[src/rtl/hgs_cfg.svh]
// Purpose: constants for the hardware gate semaphore
// Assumes: one system clock, synchronous reset
// Notes:   gate state 0 means unlocked
`ifndef HGS_CFG_SVH
`define HGS_CFG_SVH
`define HGS_NUM_GATES     16
`define HGS_ADDR_W        4
`define HGS_STATE_W       4
`define HGS_DATA_W        8
`define HGS_MASTER_W      4
`define HGS_STATE_UNLOCK  4'h0
`define HGS_RST_KEY1      8'he2
`define HGS_RST_KEY2      8'h1d
`endif

[src/rtl/hgs_pkg.sv]
// Purpose: types for the hardware gate semaphore
// Assumes: hgs_cfg.svh provides widths
// Notes:   none
`include "hgs_cfg.svh"
package hgs_pkg;
    typedef struct packed {
        logic                       wr;
        logic                       rd;
        logic [`HGS_ADDR_W-1:0]     addr;
        logic [`HGS_DATA_W-1:0]     wdata;
        logic [`HGS_MASTER_W-1:0]   master;
    } hgs_req_type;

    typedef struct packed {
        logic                       rvalid;
        logic [`HGS_DATA_W-1:0]     rdata;
        logic                       werr;
    } hgs_rsp_type;

    typedef struct packed {
        logic                       valid;
        logic                       all;
        logic [`HGS_ADDR_W-1:0]     gate;
        logic [`HGS_DATA_W-1:0]     key;
    } hgs_clr_type;

    typedef enum logic [0:0] {
        HGS_RST_IDLE = 1'b0,
        HGS_RST_ARMED = 1'b1
    } hgs_rst_state_type;
endpackage

[src/rtl/hgs_gate_semaphore.sv]
// Purpose: sixteen hardware-enforced lock gates reached by several bus masters
// Assumes: one access per cycle, master number presented with every access
// Notes:   reset is a two-write keyed sequence on a separate clear port
//
// Summary of operation
// sixteen gates appear as a readable and writable byte array
// each gate is a 4-bit state machine with sixteen states
// one write locks or unlocks a gate, no further bus cycles
// writes are checked against master number and written data pattern
// only the locking master may unlock, by writing zero
// keyed clear of one gate or all gates
// unlocked is zero, lock stores master plus one, foreign writes ignored
//
// ------------------------------------------------------------
// constants
// ------------------------------------------------------------
`include "hgs_cfg.svh"

module hgs_gate_semaphore (
    // clock and reset
    input  wire logic                       clk_sys,
    input  wire logic                       rst,
    // gate access port
    input  wire hgs_pkg::hgs_req_type       req,
    output      hgs_pkg::hgs_rsp_type       rsp,
    // secure clear port
    input  wire hgs_pkg::hgs_clr_type       clr,
    output      logic                       clr_armed,
    // gate lock status
    output      logic [`HGS_NUM_GATES-1:0]  gate_locked
);
    import hgs_pkg::*;

    // ------------------------------------------------------------
    // gate state storage
    // ------------------------------------------------------------
    logic [`HGS_STATE_W-1:0]   gate_reg [`HGS_NUM_GATES];
    logic [`HGS_STATE_W-1:0]   cur_state;
    logic [`HGS_STATE_W-1:0]   own_code;
    logic                      own_valid;
    logic                      lock_ok;
    logic                      unlock_ok;
    logic                      wr_ok;
    logic                      clr_step2;
    logic                      clr_one;
    logic                      clr_all;
    logic [`HGS_NUM_GATES-1:0] clr_hit;
    logic [`HGS_NUM_GATES-1:0] wr_hit;
    logic [`HGS_NUM_GATES-1:0] gate_busy;
    hgs_rst_state_type         rst_state_reg;
    logic [`HGS_ADDR_W-1:0]    rst_gate_reg;
    logic                      rst_all_reg;
    logic                      rvalid_reg;
    logic [`HGS_DATA_W-1:0]    rdata_reg;
    logic                      werr_reg;

    // ------------------------------------------------------------
    // access decode
    // ------------------------------------------------------------
    // state of the addressed gate, seen by reads and writes alike
    assign cur_state = gate_reg[req.addr];

    // owner code of the requesting master
    assign own_code  = req.master + `HGS_STATE_W'(1);

    // the top master number wraps to zero and can never own a gate
    assign own_valid = (own_code != `HGS_STATE_UNLOCK);

    // lock: free gate, data equal to own code
    always_comb begin
        lock_ok = 1'b0;
        if (cur_state == `HGS_STATE_UNLOCK) begin
            lock_ok = own_valid && (req.wdata == `HGS_DATA_W'(own_code));
        end
    end

    // unlock: gate held by this master, data all zero
    always_comb begin
        unlock_ok = 1'b0;
        if (own_valid && (cur_state == own_code)) begin
            unlock_ok = (req.wdata == `HGS_DATA_W'(0));
        end
    end

    // any other write is refused and leaves the gate as it was
    assign wr_ok = lock_ok || unlock_ok;

    // ------------------------------------------------------------
    // secure clear sequence
    // ------------------------------------------------------------
    // key state: first key arms, any strobe while armed disarms
    always_ff @(posedge clk_sys) begin
        if (rst) begin
            rst_state_reg <= HGS_RST_IDLE;
        end else if (clr.valid) begin
            case (rst_state_reg)
                HGS_RST_IDLE: begin
                    if (clr.key == `HGS_RST_KEY1) begin
                        rst_state_reg <= HGS_RST_ARMED;
                    end
                end
                default: begin
                    rst_state_reg <= HGS_RST_IDLE;
                end
            endcase
        end
    end

    // target of the clear is fixed by the first key only
    always_ff @(posedge clk_sys) begin
        if (rst) begin
            rst_gate_reg <= '0;
            rst_all_reg  <= 1'b0;
        end else if (clr.valid && (rst_state_reg == HGS_RST_IDLE)
                     && (clr.key == `HGS_RST_KEY1)) begin
            rst_gate_reg <= clr.gate;
            rst_all_reg  <= clr.all;
        end
    end

    // second key while armed completes the clear
    assign clr_step2 = clr.valid && (rst_state_reg == HGS_RST_ARMED)
                       && (clr.key == `HGS_RST_KEY2);
    assign clr_one   = clr_step2 && !rst_all_reg;
    assign clr_all   = clr_step2 && rst_all_reg;

    always_ff @(posedge clk_sys) begin
        if (rst) begin
            clr_armed <= 1'b0;
        end else begin
            clr_armed <= (rst_state_reg == HGS_RST_ARMED);
        end
    end

    // ------------------------------------------------------------
    // per-gate state machines
    // ------------------------------------------------------------
    genvar g;
    generate
        for (g = 0; g < `HGS_NUM_GATES; g++) begin : gen_gate
            // this gate is the target of the clear or of the write
            assign clr_hit[g] = clr_all || (clr_one && (rst_gate_reg == `HGS_ADDR_W'(g)));
            assign wr_hit[g]  = req.wr && wr_ok && (req.addr == `HGS_ADDR_W'(g));

            // clear wins over a write in the same cycle
            always_ff @(posedge clk_sys) begin
                if (rst) begin
                    gate_reg[g] <= `HGS_STATE_UNLOCK;
                end else if (clr_hit[g]) begin
                    gate_reg[g] <= `HGS_STATE_UNLOCK;
                end else if (wr_hit[g]) begin
                    gate_reg[g] <= req.wdata[`HGS_STATE_W-1:0];  // , see
                end
            end

            // gate holds a nonzero owner code
            assign gate_busy[g] = (gate_reg[g] != `HGS_STATE_UNLOCK);
        end
    endgenerate

    // ------------------------------------------------------------
    // lock status
    // ------------------------------------------------------------
    always_ff @(posedge clk_sys) begin
        if (rst) begin
            gate_locked <= '0;
        end else begin
            gate_locked <= gate_busy;
        end
    end

    // ------------------------------------------------------------
    // read answer
    // ------------------------------------------------------------
    // read strobe answered one cycle later
    always_ff @(posedge clk_sys) begin
        if (rst) begin
            rvalid_reg <= 1'b0;
        end else begin
            rvalid_reg <= req.rd;
        end
    end

    // gate state in the low nibble, zero when no read
    always_ff @(posedge clk_sys) begin
        if (rst) begin
            rdata_reg <= '0;
        end else if (req.rd) begin
            rdata_reg <= `HGS_DATA_W'(cur_state);
        end else begin
            rdata_reg <= '0;
        end
    end

    // ------------------------------------------------------------
    // write refusal
    // ------------------------------------------------------------
    always_ff @(posedge clk_sys) begin
        if (rst) begin
            werr_reg <= 1'b0;
        end else begin
            werr_reg <= req.wr && !wr_ok;
        end
    end

    // ------------------------------------------------------------
    // response port
    // ------------------------------------------------------------
    // every field comes straight from its own flip-flop
    assign rsp = '{rvalid: rvalid_reg, rdata: rdata_reg, werr: werr_reg};
endmodule

[config.mk]
export PLATFORM = sky130hd
export DESIGN_NAME = hgs_gate_semaphore
export DESIGN_NICKNAME = d
export VERILOG_FILES = /design/src/rtl/hgs_pkg.sv /design/src/rtl/hgs_gate_semaphore.sv
export VERILOG_INCLUDE_DIRS = /design/src /design/src/rtl
export SDC_FILE = /design/constraint.sdc
export NUM_CORES = 1
export LEC_CHECK = 0
export BUFFER_PORTS_ARGS = -buffer_cell sky130_fd_sc_hd__buf_4
export CAP_MARGIN = 10
export CORE_MARGIN = 2
export CORE_UTILIZATION = 56
export DETAILED_ROUTE_END_ITERATION = 16
export PLACE_DENSITY_LB_ADDON = 0.05
export REMOVE_ABC_BUFFERS = 1
export SYNTH_ARGS = -nofsm -noshare
export SYNTH_HDL_FRONTEND = slang
export SYNTH_SLANG_ARGS = --single-unit
[constraint.sdc]
create_clock -name clk_sys -period 6.5 [get_ports clk_sys]
set_clock_uncertainty 0.05 [all_clocks]
set_input_delay 0 -clock clk_sys [delete_from_list [all_inputs] [get_ports clk_sys]]
set_output_delay 0 -clock clk_sys [all_outputs]
set_load 0.01 [all_outputs]
Yosys cells after proc, flatten, opt, wreduce, memory -nomap -nowiden
Memories as Yosys holds them, arrays and structs flattened. Index checks and enable logic that the tools add are counted.

Bits in registers: 33. RAM bits: 64. Input bits: 34. Output and inout port bits: 27. Word-level logic and storage cells: 312. Memories kept: 1.

Memories: gate_reg (words 16, bits a word 4, rd ports 17, clocked after memory_dff 0, write ports 16, line hgs_gate_semaphore.sv:37) `` logic [`HGS_STATE_W-1:0] gate_reg [`HGS_NUM_GATES]; ``.

$add $sub $neg: 1. Equality and inequality tests: 34. Muxes and demuxes: 150. Bitwise operators: 34. Reductions and logical operators: 83.

Operator list (number): $mux W4 (32); $mux W1 (118); $reduce_bool A4 Y1 (17); $eq A4 B4 Y1 const B (16); $logic_and A1 B1 Y1 (42); $eq A4 B3 Y1 const B (8); $or A1 B1 Y1 (32); $logic_or A1 B1 Y1 (17); $eq A4 B2 Y1 const B (4); $logic_not A4 Y1 (3); $eq A4 B1 Y1 const B (2); $eq A8 B4 Y1 (1); $eq A8 B5 Y1 const B (1); $eq A8 B8 Y1 const B (1); $logic_not A8 Y1 (1); $add A4 B1 Y4 const B (1); $eq A4 B4 Y1 (1); $logic_not A1 Y1 (2); $not A1 Y1 (2); $reduce_or A2 Y1 (1).

Longest topological paths before layout
Gate-level depths: netlist of run 1.

Word-level depth: 12. Gate-level depth with buffers: 10. Mapped depth without buffers: 7.

Worst setup path before layout of run 1
Ideal clock, no wire load.

Kind: register to register. From: memory gate_reg[11][3] in the netlist's numbering. To: memory gate_reg[8][0] in the netlist's numbering (enable). Setup time: 0.308 ns. Arrival time: 2.117 ns. Required time: 6.142 ns. Setup slack: 4.025 ns. Stages on the path, launching flop included: 8. Buffers on the path: 1. Clock period less this slack: 2.475 ns. Cell sequence: edfxtp_1 mux2i_1 mux4_2 xor2_1 nor4b_4 clkbuf_1 o2111ai_1 nand2_1.

RTL lines (line): start, declared (hgs_gate_semaphore.sv:37).

==> impl_metrics.ini, run 1 <==
[cts]
cts_max_level = 3
cts_tree = built
cts_buffer_depth = 2
post_cts_resized = 0
cts.sinks = 93
root_buffer = clkbuf_8
cts_inserted_buffers = 9
insertion_delay_ps = 360
clk_pin_slew_worst_paths_ps = 90

[sta]
tightest_slew_ps = 1110
finalMaxSlewViolations = 0
worst_slack_ps = 3010
min_period_ps = 3490
fmax_ghz = 0.286
max_slew_margin_pct = 25.6
period_share_pct = 53.7
rsz0062_at_grt = false
tns_ps = 0
timing.hold.ws_ps = 25.2
setup_viol = 0
hold_viol = 0

[yosys]
synth_cell_types = 51
async_reset_ff_share_pct = 0
synth-edff-count = 64
synth_compound_area_share_pct = 18.6
synth_seq_cells = 93
synth_top_family_by_area = compound AO/OA/AOI/OAI gates
synth_flop_cell = edfxtp_1
yosys.area_share.simple_pct = 15.3
synth-xor-area-share_pct = 2.71
synth_cells = 490
ys_seq_area_share_pct = 47.5
synth_mux_area_share_pct = 10.1
syn_area_sq_um = 5270
synthAdderAreaFrac_pct = 0.237
post_synth.cell_area_avg_sq_um = 10.8
synth_warnings = 0

[power]
peakVddDrop_v = 0.000125
p_per_area_nw_per_um2 = 218
p_total_mw = 1.31
switching_share_pct = 23.6
clkPwrFrac_pct = 36.5
p_comb_share_pct = 12.9
p_int_mw = 1.00
p_switching_mw = 0.309
power_leakage_nw = 2.12
seqPwrFrac_pct = 50.5

[floorplan]
row_count = 35
initial_core_util_pct = 57.3
core-area_sq_um = 9200
die_area_sq_um = 10200
io_pins = 61
die_w_um = 101
die_h_um = 101

[placed_design]
placed_cells = 621
place_ws_ps = 3030
io_buffers = 56
place_congestion = 0.943
dpl.hpwl_mm = 9.80

[global_route]
grt_pass1_wl_mm = 21.6
grt-ovfl-total = 0
grt_pass1_vias = 4077
track_usage_pct = 27.9
antenna_found_initial = 0
grt_max_degree = 34

[detailed_routing]
drt_iter0_markers = 283
wl_per_cell_um = 20.8
wl_mm = 13.5
drt_pass1_iterations = 6
vias = 4335
avgViaCountPerCell = 6.65
ant_nets = 0
drc = 0

[run]
drv_cap = 0

[hold_path]
whs_path_depth = 4
hold_path.class = in2reg

[setup_path]
crit_type = reg2reg
crit_path_end_kind = flip-flop
rr_worst_depth = 7
crit_required_ps = 6510
start_kind = flip-flop
arrival_ps = 3500
path_max_fanout = 33

[finish]
mostFrequentLayoutCells = a211oi_1, edfxtp_1, buf_4, nand2_1, nor2_1
layout.cells.non_filler = 652
drive_gt1_share_pct = 17.0
antenna_cells = 0
largest_reg_flops = 64
final_common_cell = a211oi_1
area.growth.synth_to_final_pct = 14.3
nNetsFinal = 571

[run_status]
status = completed
[power by group through the flow]
| stage | sequential, mW | combinational (mW) | clock, mW |
|---|---|---|---|
| 2_1_floorplan | 0.677 | 0.0895 | 0 |
| 3_3_place_gp | 0.676 | 0.159 | 0 |
| 3_5_place_dp | 0.676 | 0.162 | 0 |
| 4_1_cts | 0.663 | 0.167 | 0.482 |
| 5_1_grt | 0.666 | 0.185 | 0.507 |
| 6_report | 0.663 | 0.170 | 0.480 |
[path summary, 6_finish.rpt]
path                                                     end  slack [ps]                     startpoint
worst min register to register     gate_locked[2]$_SDFF_PP0_         450   gate_reg[2][2]$_SDFFCE_PN0P_
worst max-delay path            gate_reg[1][3]$_SDFFCE_PN0P_        3010  gate_reg[15][1]$_SDFFCE_PN0P_
worst max register to register  gate_reg[1][3]$_SDFFCE_PN0P_        3010  gate_reg[15][1]$_SDFFCE_PN0P_
worst min-delay path                 rdata_reg[3]$_SDFF_PP0_          30                        req[14]
[cells in the mapped netlist (all sizes together), types with 7 or more instances]
master / count / share of area [%]
clkbuf: 22 / 1.6
a211oi: 65 / 9.3
nor3: 7 / 0.66
a31oi: 15 / 1.8
nand4: 8 / 0.95
mux2i: 26 / 5.0
buf: 21 / 3.3
o21ai: 32 / 3.3
dfxtp: 29 / 11
o2111ai: 12 / 2.0
nor4: 18 / 2.1
nor2b: 7 / 0.83
mux4: 12 / 5.1
nand3: 13 / 1.2
nand2: 34 / 2.4
a21oi: 7 / 0.66
edfxtp: 64 / 36
nor2: 33 / 2.4
[critical path, cell delays in order (launching register included)]
cell and delay [ps]:
edfxtp_1 440, mux4_2 490, o22ai_1 320, a21oi_1 120, and4_1 410, o21ai_4 740, buf_4 450, a211oi_1 140
[cells by family after synthesis]
| logic type | after synthesis |
|---|---|
| AO/OA/AOI/OAI | 142 |
| XOR/XNOR | 13 |
| adder cells (fa/ha/maj) | 1 |
| buffers and inverters | 50 |
| flip-flops | 93 |
| multiplexers | 38 |
| other | 1 |
| AND/OR/NAND/NOR | 152 |
[timing repair]
action | in CTS | in global routing
setup buffers | 0 | 0
hold buffers | 14 | 0
hold endpoints to repair | 25 | 0
[metrics by stage]
step                      utilization [%]  cell area [sq um]
after floorplan                         -               5020
after global placement               61.1               5620
after detailed placement             61.1               5620
after CTS                            65.3               6010
after global routing                 65.5               6020
final                                65.5               6020
[final cells by class]
class	count	area [sq um]
fillers	706	3170
inverters	7	26.3
multi-input cells	350	2500
clock inverters	3	90.1
well taps	111	139
repair buffers	75	606
clock buffers	13	160
flip-flops and latches	93	2500
[layer usage]
layer  routed length, um  up-vias  GRT usage, %
met5                   0        -             0
met2                6320      217          42.7
met3                 901       37          5.48
li1                    -     2024             -
met1                5890     2057          38.8
met4                 433        0          12.0
(Power assumes the default switching activity.)
==> inputs of run 2 (changes only) <==
--- a/config.mk
+++ b/config.mk
@@ -6,10 +6,11 @@
 export SDC_FILE = /design/constraint.sdc
 export NUM_CORES = 1
 export LEC_CHECK = 0
+export ABC_AREA = 1
 export BUFFER_PORTS_ARGS = -buffer_cell sky130_fd_sc_hd__buf_4
 export CAP_MARGIN = 10
 export CORE_MARGIN = 2
-export CORE_UTILIZATION = 56
+export CORE_UTILIZATION = 52
 export DETAILED_ROUTE_END_ITERATION = 16
 export PLACE_DENSITY_LB_ADDON = 0.05
 export REMOVE_ABC_BUFFERS = 1
==> constraint.sdc (replaced) <==
create_clock -name clk_sys -period 3.1 [get_ports clk_sys]
set_clock_uncertainty 0.05 [all_clocks]
set_input_delay 0 -clock clk_sys [delete_from_list [all_inputs] [get_ports clk_sys]]
set_output_delay 0 -clock clk_sys [all_outputs]
set_load 0.01 [all_outputs]
==> impl_metrics.ini, run 2 <==
[cts]
clk_pin_slew_worst_paths_ps = 90
cts_inserted_buffers = 9
root_buffer = clkbuf_8
insertion_delay_ps = 370
cts_tree = built
cts.sinks = 93
post_cts_resized = 0
cts_max_level = 3
cts_buffer_depth = 2

[placed_design]
io_buffers = 56
dpl.hpwl_mm = 9.00
place_congestion = 0.960

[finish]
antenna_cells = 0
final_common_cell = nand2_1
nNetsFinal = 668
multiInputGateArea_sq_um = 1940
drive_gt1_share_pct = 18.7
utilization_pct = 63.7
regArea_sq_um = 2500
area.growth.synth_to_final_pct = 17.3
fillers = 745
mostFrequentLayoutCells = nand2_1, buf_4, edfxtp_1, nor2_1, inv_1
largest_reg_flops = 64

[sta]
hold_viol = 0
max_slew_margin_pct = 40.1
min_period_ps = 2620
setup_viol = 0
tns_ps = 0
rsz0062_at_grt = false
tightest_slew_ps = 898
timing.hold.ws_ps = 116
fmax_ghz = 0.382
finalMaxSlewViolations = 0
period_share_pct = 84.5

[detailed_routing]
drt_iter0_markers = 276
drt_pass1_iterations = 5
vias = 4080
avgViaCountPerCell = 5.47
wl_per_cell_um = 16.4
drc = 0
wl_mm = 12.2
ant_nets = 0

[power]
seqPwrFrac_pct = 54.6
clkPwrFrac_pct = 33.1
power_leakage_nw = 2.40
peakVddDrop_v = 0.000209
p_comb_share_pct = 12.3
p_switching_mw = 0.639
switching_share_pct = 25.1
p_per_area_nw_per_um2 = 453
p_total_mw = 2.54
p_int_mw = 1.90

[yosys]
synth-xor-area-share_pct = 0.916
synth_top_cells_by_count = nand2_1, edfxtp_1, inv_1, nor2_1, nor3_1
synth_area_leaders = edfxtp_1, nand2_1, dfxtp_1, nor3_2, inv_1
synth_top_family_by_area = simple AND/OR/NAND/NOR gates
synth_top_area_share_pct = 40.2
synthAdderAreaFrac_pct = 0.262
async_reset_ff_share_pct = 0
synth_cells = 568
synth_compound_area_share_pct = 6.51
synth_mux_area_share_pct = 0
ys_seq_area_share_pct = 52.3
synth_flop_cell = edfxtp_1
synth_seq_cells = 93
yosys.area_share.simple_pct = 32.5
synth_most_common_cell = nand2_1
synth_warnings = 0
yosysTopAreaCell = edfxtp_1
post_synth.cell_area_avg_sq_um = 8.42
synth-edff-count = 64
synth_cell_types = 33
syn_area_sq_um = 4780

[floorplan]
die_h_um = 99.9
die_area_sq_um = 9980
io_pins = 61
die_w_um = 99.9
row_count = 34
core-area_sq_um = 8810
initial_core_util_pct = 54.3

[global_route]
grt_max_degree = 25
grt_pass1_vias = 3827
grt-ovfl-total = 0
grt_pass1_wl_mm = 19.7
track_usage_pct = 25.9
antenna_found_initial = 0

[setup_path]
crit_type = reg2reg
crit_path_end_kind = flip-flop
arrival_ps = 2600
crit_required_ps = 3080
path_max_fanout = 20
start_kind = flip-flop

[run]
drv_cap = 0

[run_status]
status = completed

[hold_path]
hold_path.class = in2reg
==> run 2: cell types whose count changed after synthesis, sizes merged, moves of 6 or more <==
cell and change:
mux2i -26, o2111ai -12, nor2 +16, nor2b -7
inv +46, nor3 +55, a31oi -13, clkbuf -14
nand2b -6, a211oi -65, mux4 -12, a21oi +18
nand2 +154
==> run 2: cell type report <==
cell class | instances | area share [%]
sequential | 93 | 44.6
multi-input combinational | 400 | 34.5
timing repair buffer | 79 | 11.5
inverter | 50 | 3.39
clock buffer | 12 | 2.79
tap | 108 | 2.41
clock inverter | 4 | 0.847
==> run 2: worst paths after layout <==
kind	slack (ps)	start	endpoint	cells past startpoint
worst max-delay path	480	gate_reg[8][0]$_SDFFCE_PN0P_	gate_reg[7][0]$_SDFFCE_PN0P_	13
worst min-delay path	120	clr[4]	rst_gate_reg[0]$_SDFFE_PP0P_	6
worst min register to register	440	rst_state_reg$_SDFFE_PP0P_	clr_armed$_SDFF_PP0_	2
worst max register to register	480	gate_reg[8][0]$_SDFFCE_PN0P_	gate_reg[7][0]$_SDFFCE_PN0P_	13
==> run 2: cell families after synthesis <==
family | after synthesis
xor+xnor | 5
other cells | 1
simple gates | 331
compound gates | 59
fa+ha+maj | 1
buf+inv | 78
flops | 93
==> run 2: critical path, cell delays in order (launching register included) <==
cell,delay [ps]
edfxtp_1,400
nand2_1,80
nand2_1,60
nand2_1,70
nand2_1,50
nand2_1,90
nand2_1,100
nor2_1,230
nand3_1,100
or2_1,240
nand2_2,120
nand4_1,140
buf_12,200
o21ai_1,330
==> run 2: power groups by stage <==
stage | combinational, mW | clock, mW | sequential [mW]
global placement | 0.298 | 0 | 1.42
finish | 0.313 | 0.840 | 1.39
floorplan | 0.151 | 0 | 1.42
CTS | 0.311 | 0.847 | 1.39
global route | 0.347 | 0.890 | 1.39
detailed placement | 0.299 | 0 | 1.42
==> run 2: metrics by stage <==
stage / area, sq um / setup slack (ps) / instances
after floorplan: 4630 / 328 / 543
after global placement: 5310 / 418 / 720
after detailed placement: 5310 / 435 / 720
after CTS: 5610 / 512 / 746
after global routing: 5610 / 248 / 746
final: 5610 / 480 / 746
==> run 2: routing by layer <==
metal  share of wire [%]  track usage [%]
met5                   0                0
met4                 2.6             12.1
met3                 7.4             4.11
met2                  44             39.1
met1                  46             36.8
==> run 2: timing repair <==
item / in CTS / in global routing
hold endpoints to repair: 25 / 0
hold buffers: 10 / 0
setup buffers: 0 / 0
==> inputs of run 3 (changes only) <==
==> constraint.sdc (replaced) <==
create_clock -name clk_sys -period 2.25 [get_ports clk_sys]
set_clock_uncertainty 0.05 [all_clocks]
set_input_delay 0 -clock clk_sys [delete_from_list [all_inputs] [get_ports clk_sys]]
set_output_delay 0 -clock clk_sys [all_outputs]
set_load 0.01 [all_outputs]
==> impl_metrics.ini, run 3 (same netlist as run 2, synthesis figures left out) <==
[sta]
finalMaxSlewViolations = 0
max_slew_margin_pct = 36.8
min_period_ps = 2380
period_share_pct = 106
rsz0062_at_grt = true
worst_slack_ps = -131
timing.hold.ws_ps = 132
hold_viol = 0
fmax_ghz = 0.420
tightest_slew_ps = 938
setup_viol = 77

[cts]
cts_max_level = 3
cts_tree = built
insertion_delay_ps = 380
cts.sinks = 93
cts_inserted_buffers = 9
root_buffer = clkbuf_8
cts_buffer_depth = 2
clk_pin_slew_worst_paths_ps = 90

[setup_path]
max_stage_delay_ps = 410
crit_path_end_kind = flip-flop
path_max_fanout = 5
crit_slowest_cell = edfxtp_1
path_cells = nand2_1 -> nand2_1 -> nand2_1 -> nand3_1 -> nand2_1 -> nand2_2 -> nor2_4 -> nand4_1 -> or2_1 -> nand2_2 -> nand4_1 -> buf_4 -> o21ai_2 -> buf_6
crit_type = reg2reg
arrival_ps = 2430
crit_required_ps = 2300
crit_top_cell = nand2_1
rr_worst_depth = 14
start_kind = flip-flop

[power]
p_comb_share_pct = 15.5
clkPwrFrac_pct = 31.2
p_total_mw = 3.59
power_leakage_nw = 2.92
p_switching_mw = 0.968
seqPwrFrac_pct = 53.2
p_per_area_nw_per_um2 = 548
switching_share_pct = 27.0
p_int_mw = 2.62
peakVddDrop_v = 0.000322

[finish]
antenna_cells = 0
fin_area_sq_um = 6540
area.growth.synth_to_final_pct = 36.8
utilization_pct = 74.3
drive_gt1_share_pct = 33.2
mostFrequentLayoutCells = nand2_1, buf_4, edfxtp_1, inv_1, nor2_1
final_common_cell = nand2_1
nNetsFinal = 738
largest_reg_flops = 64

[placed_design]
dpl.hpwl_mm = 9.46
place_congestion = 0.934
place_area_sq_um = 5770
io_buffers = 56
place_ws_ps = -271

[floorplan]
row_count = 34
die_h_um = 99.9
io_pins = 61
die_area_sq_um = 9980
die_w_um = 99.9
core-area_sq_um = 8810
initial_core_util_pct = 54.3

[detailed_routing]
drt_iter0_markers = 288
avgViaCountPerCell = 5.46
drc = 0
wl_mm = 13.1
vias = 4452
drt_pass1_iterations = 5
ant_nets = 0
wl_per_cell_um = 16.1

[global_route]
antenna_found_initial = 0
track_usage_pct = 27.2
grt_pass1_vias = 4171
grt_pass1_wl_mm = 20.9
grt_max_degree = 25
grt-ovfl-total = 0

[hold_path]
hold_path.class = in2reg
whs_path_depth = 6

[run_status]
violations = setup timing
status = finished with violations

[run]
drv_cap = 0
## run 3: changes by cell type in the layout (fill, tap and decap cells not counted), moves of 3 or more
cell      previous run  this run
nand2_2              1        14
buf_6                0        15
o21ai_2              0        10
o21ai_0             15        12
nor3_2              30        27
clkinv_1             2         5
nand2_1            187       173
nor2_4               0         3
buf_4               67       121
nor3_1              32        14
o21ai_1             13         4
nor3_4               0        21
## run 3: critical path, delay by kind of cell (launching register included)
family,cells,cell delay (ps)
flip-flops,1,410
AND/OR/NAND/NOR,11,1190
AO/OA/AOI/OAI,1,150
buffers and inverters,2,310
## run 3: cell type report
class / count / area [sq um]
clock inverters: 7 / 66.3
well taps: 108 / 135
repair buffers: 149 / 1250
fillers: 686 / 2260
inverters: 50 / 190
flip-flops and latches: 93 / 2500
multi-input cells: 400 / 2280
clock buffers: 9 / 124
## run 3: stage by stage
stage	instances	TNS (ps)
5_1_grt	816	-22090
3_5_place_dp	783	-16920
4_1_cts	813	-3310
6_report	816	-5730
3_3_place_gp	783	-14900
2_1_floorplan	543	-25610
## run 3: worst paths after layout
check	from	endpoint	slack, ps
worst max-delay path	gate_reg[9][1]$_SDFFCE_PN0P_	gate_reg[14][1]$_SDFFCE_PN0P_	-130
worst min-delay path	clr[3]	rst_gate_reg[2]$_SDFFE_PP0P_	130
worst max register to register	gate_reg[9][1]$_SDFFCE_PN0P_	gate_reg[14][1]$_SDFFCE_PN0P_	-130
worst min register to register	rst_state_reg$_SDFFE_PP0P_	clr_armed$_SDFF_PP0_	440
## run 3: layer usage
metal  wire length [um]  global-route usage [%]  vias up
met2               6280                    43.6      187
met5                  0                       0        -
met4                393                    11.0        0
met1               5530                    38.2     2078
met3                907                    2.99       33
li1                   -                       -     2154
## run 3: power groups by stage
stage	registers, mW	logic, mW	clock network [mW]
floorplan	1.95	0.208	0
global placement	1.95	0.475	0
detailed placement	1.95	0.480	0
CTS	1.91	0.522	1.13
global route	1.92	0.606	1.20
finish	1.91	0.557	1.12
## run 3: timing repair
action                                  in CTS  in global routing
hold buffers                                 9                  0
hold endpoints to repair                    29                  0
gates resized for setup                     36                 66
pin swaps                                   11                 12
setup buffers                                5                  5
endpoints found under the setup margin     128                128
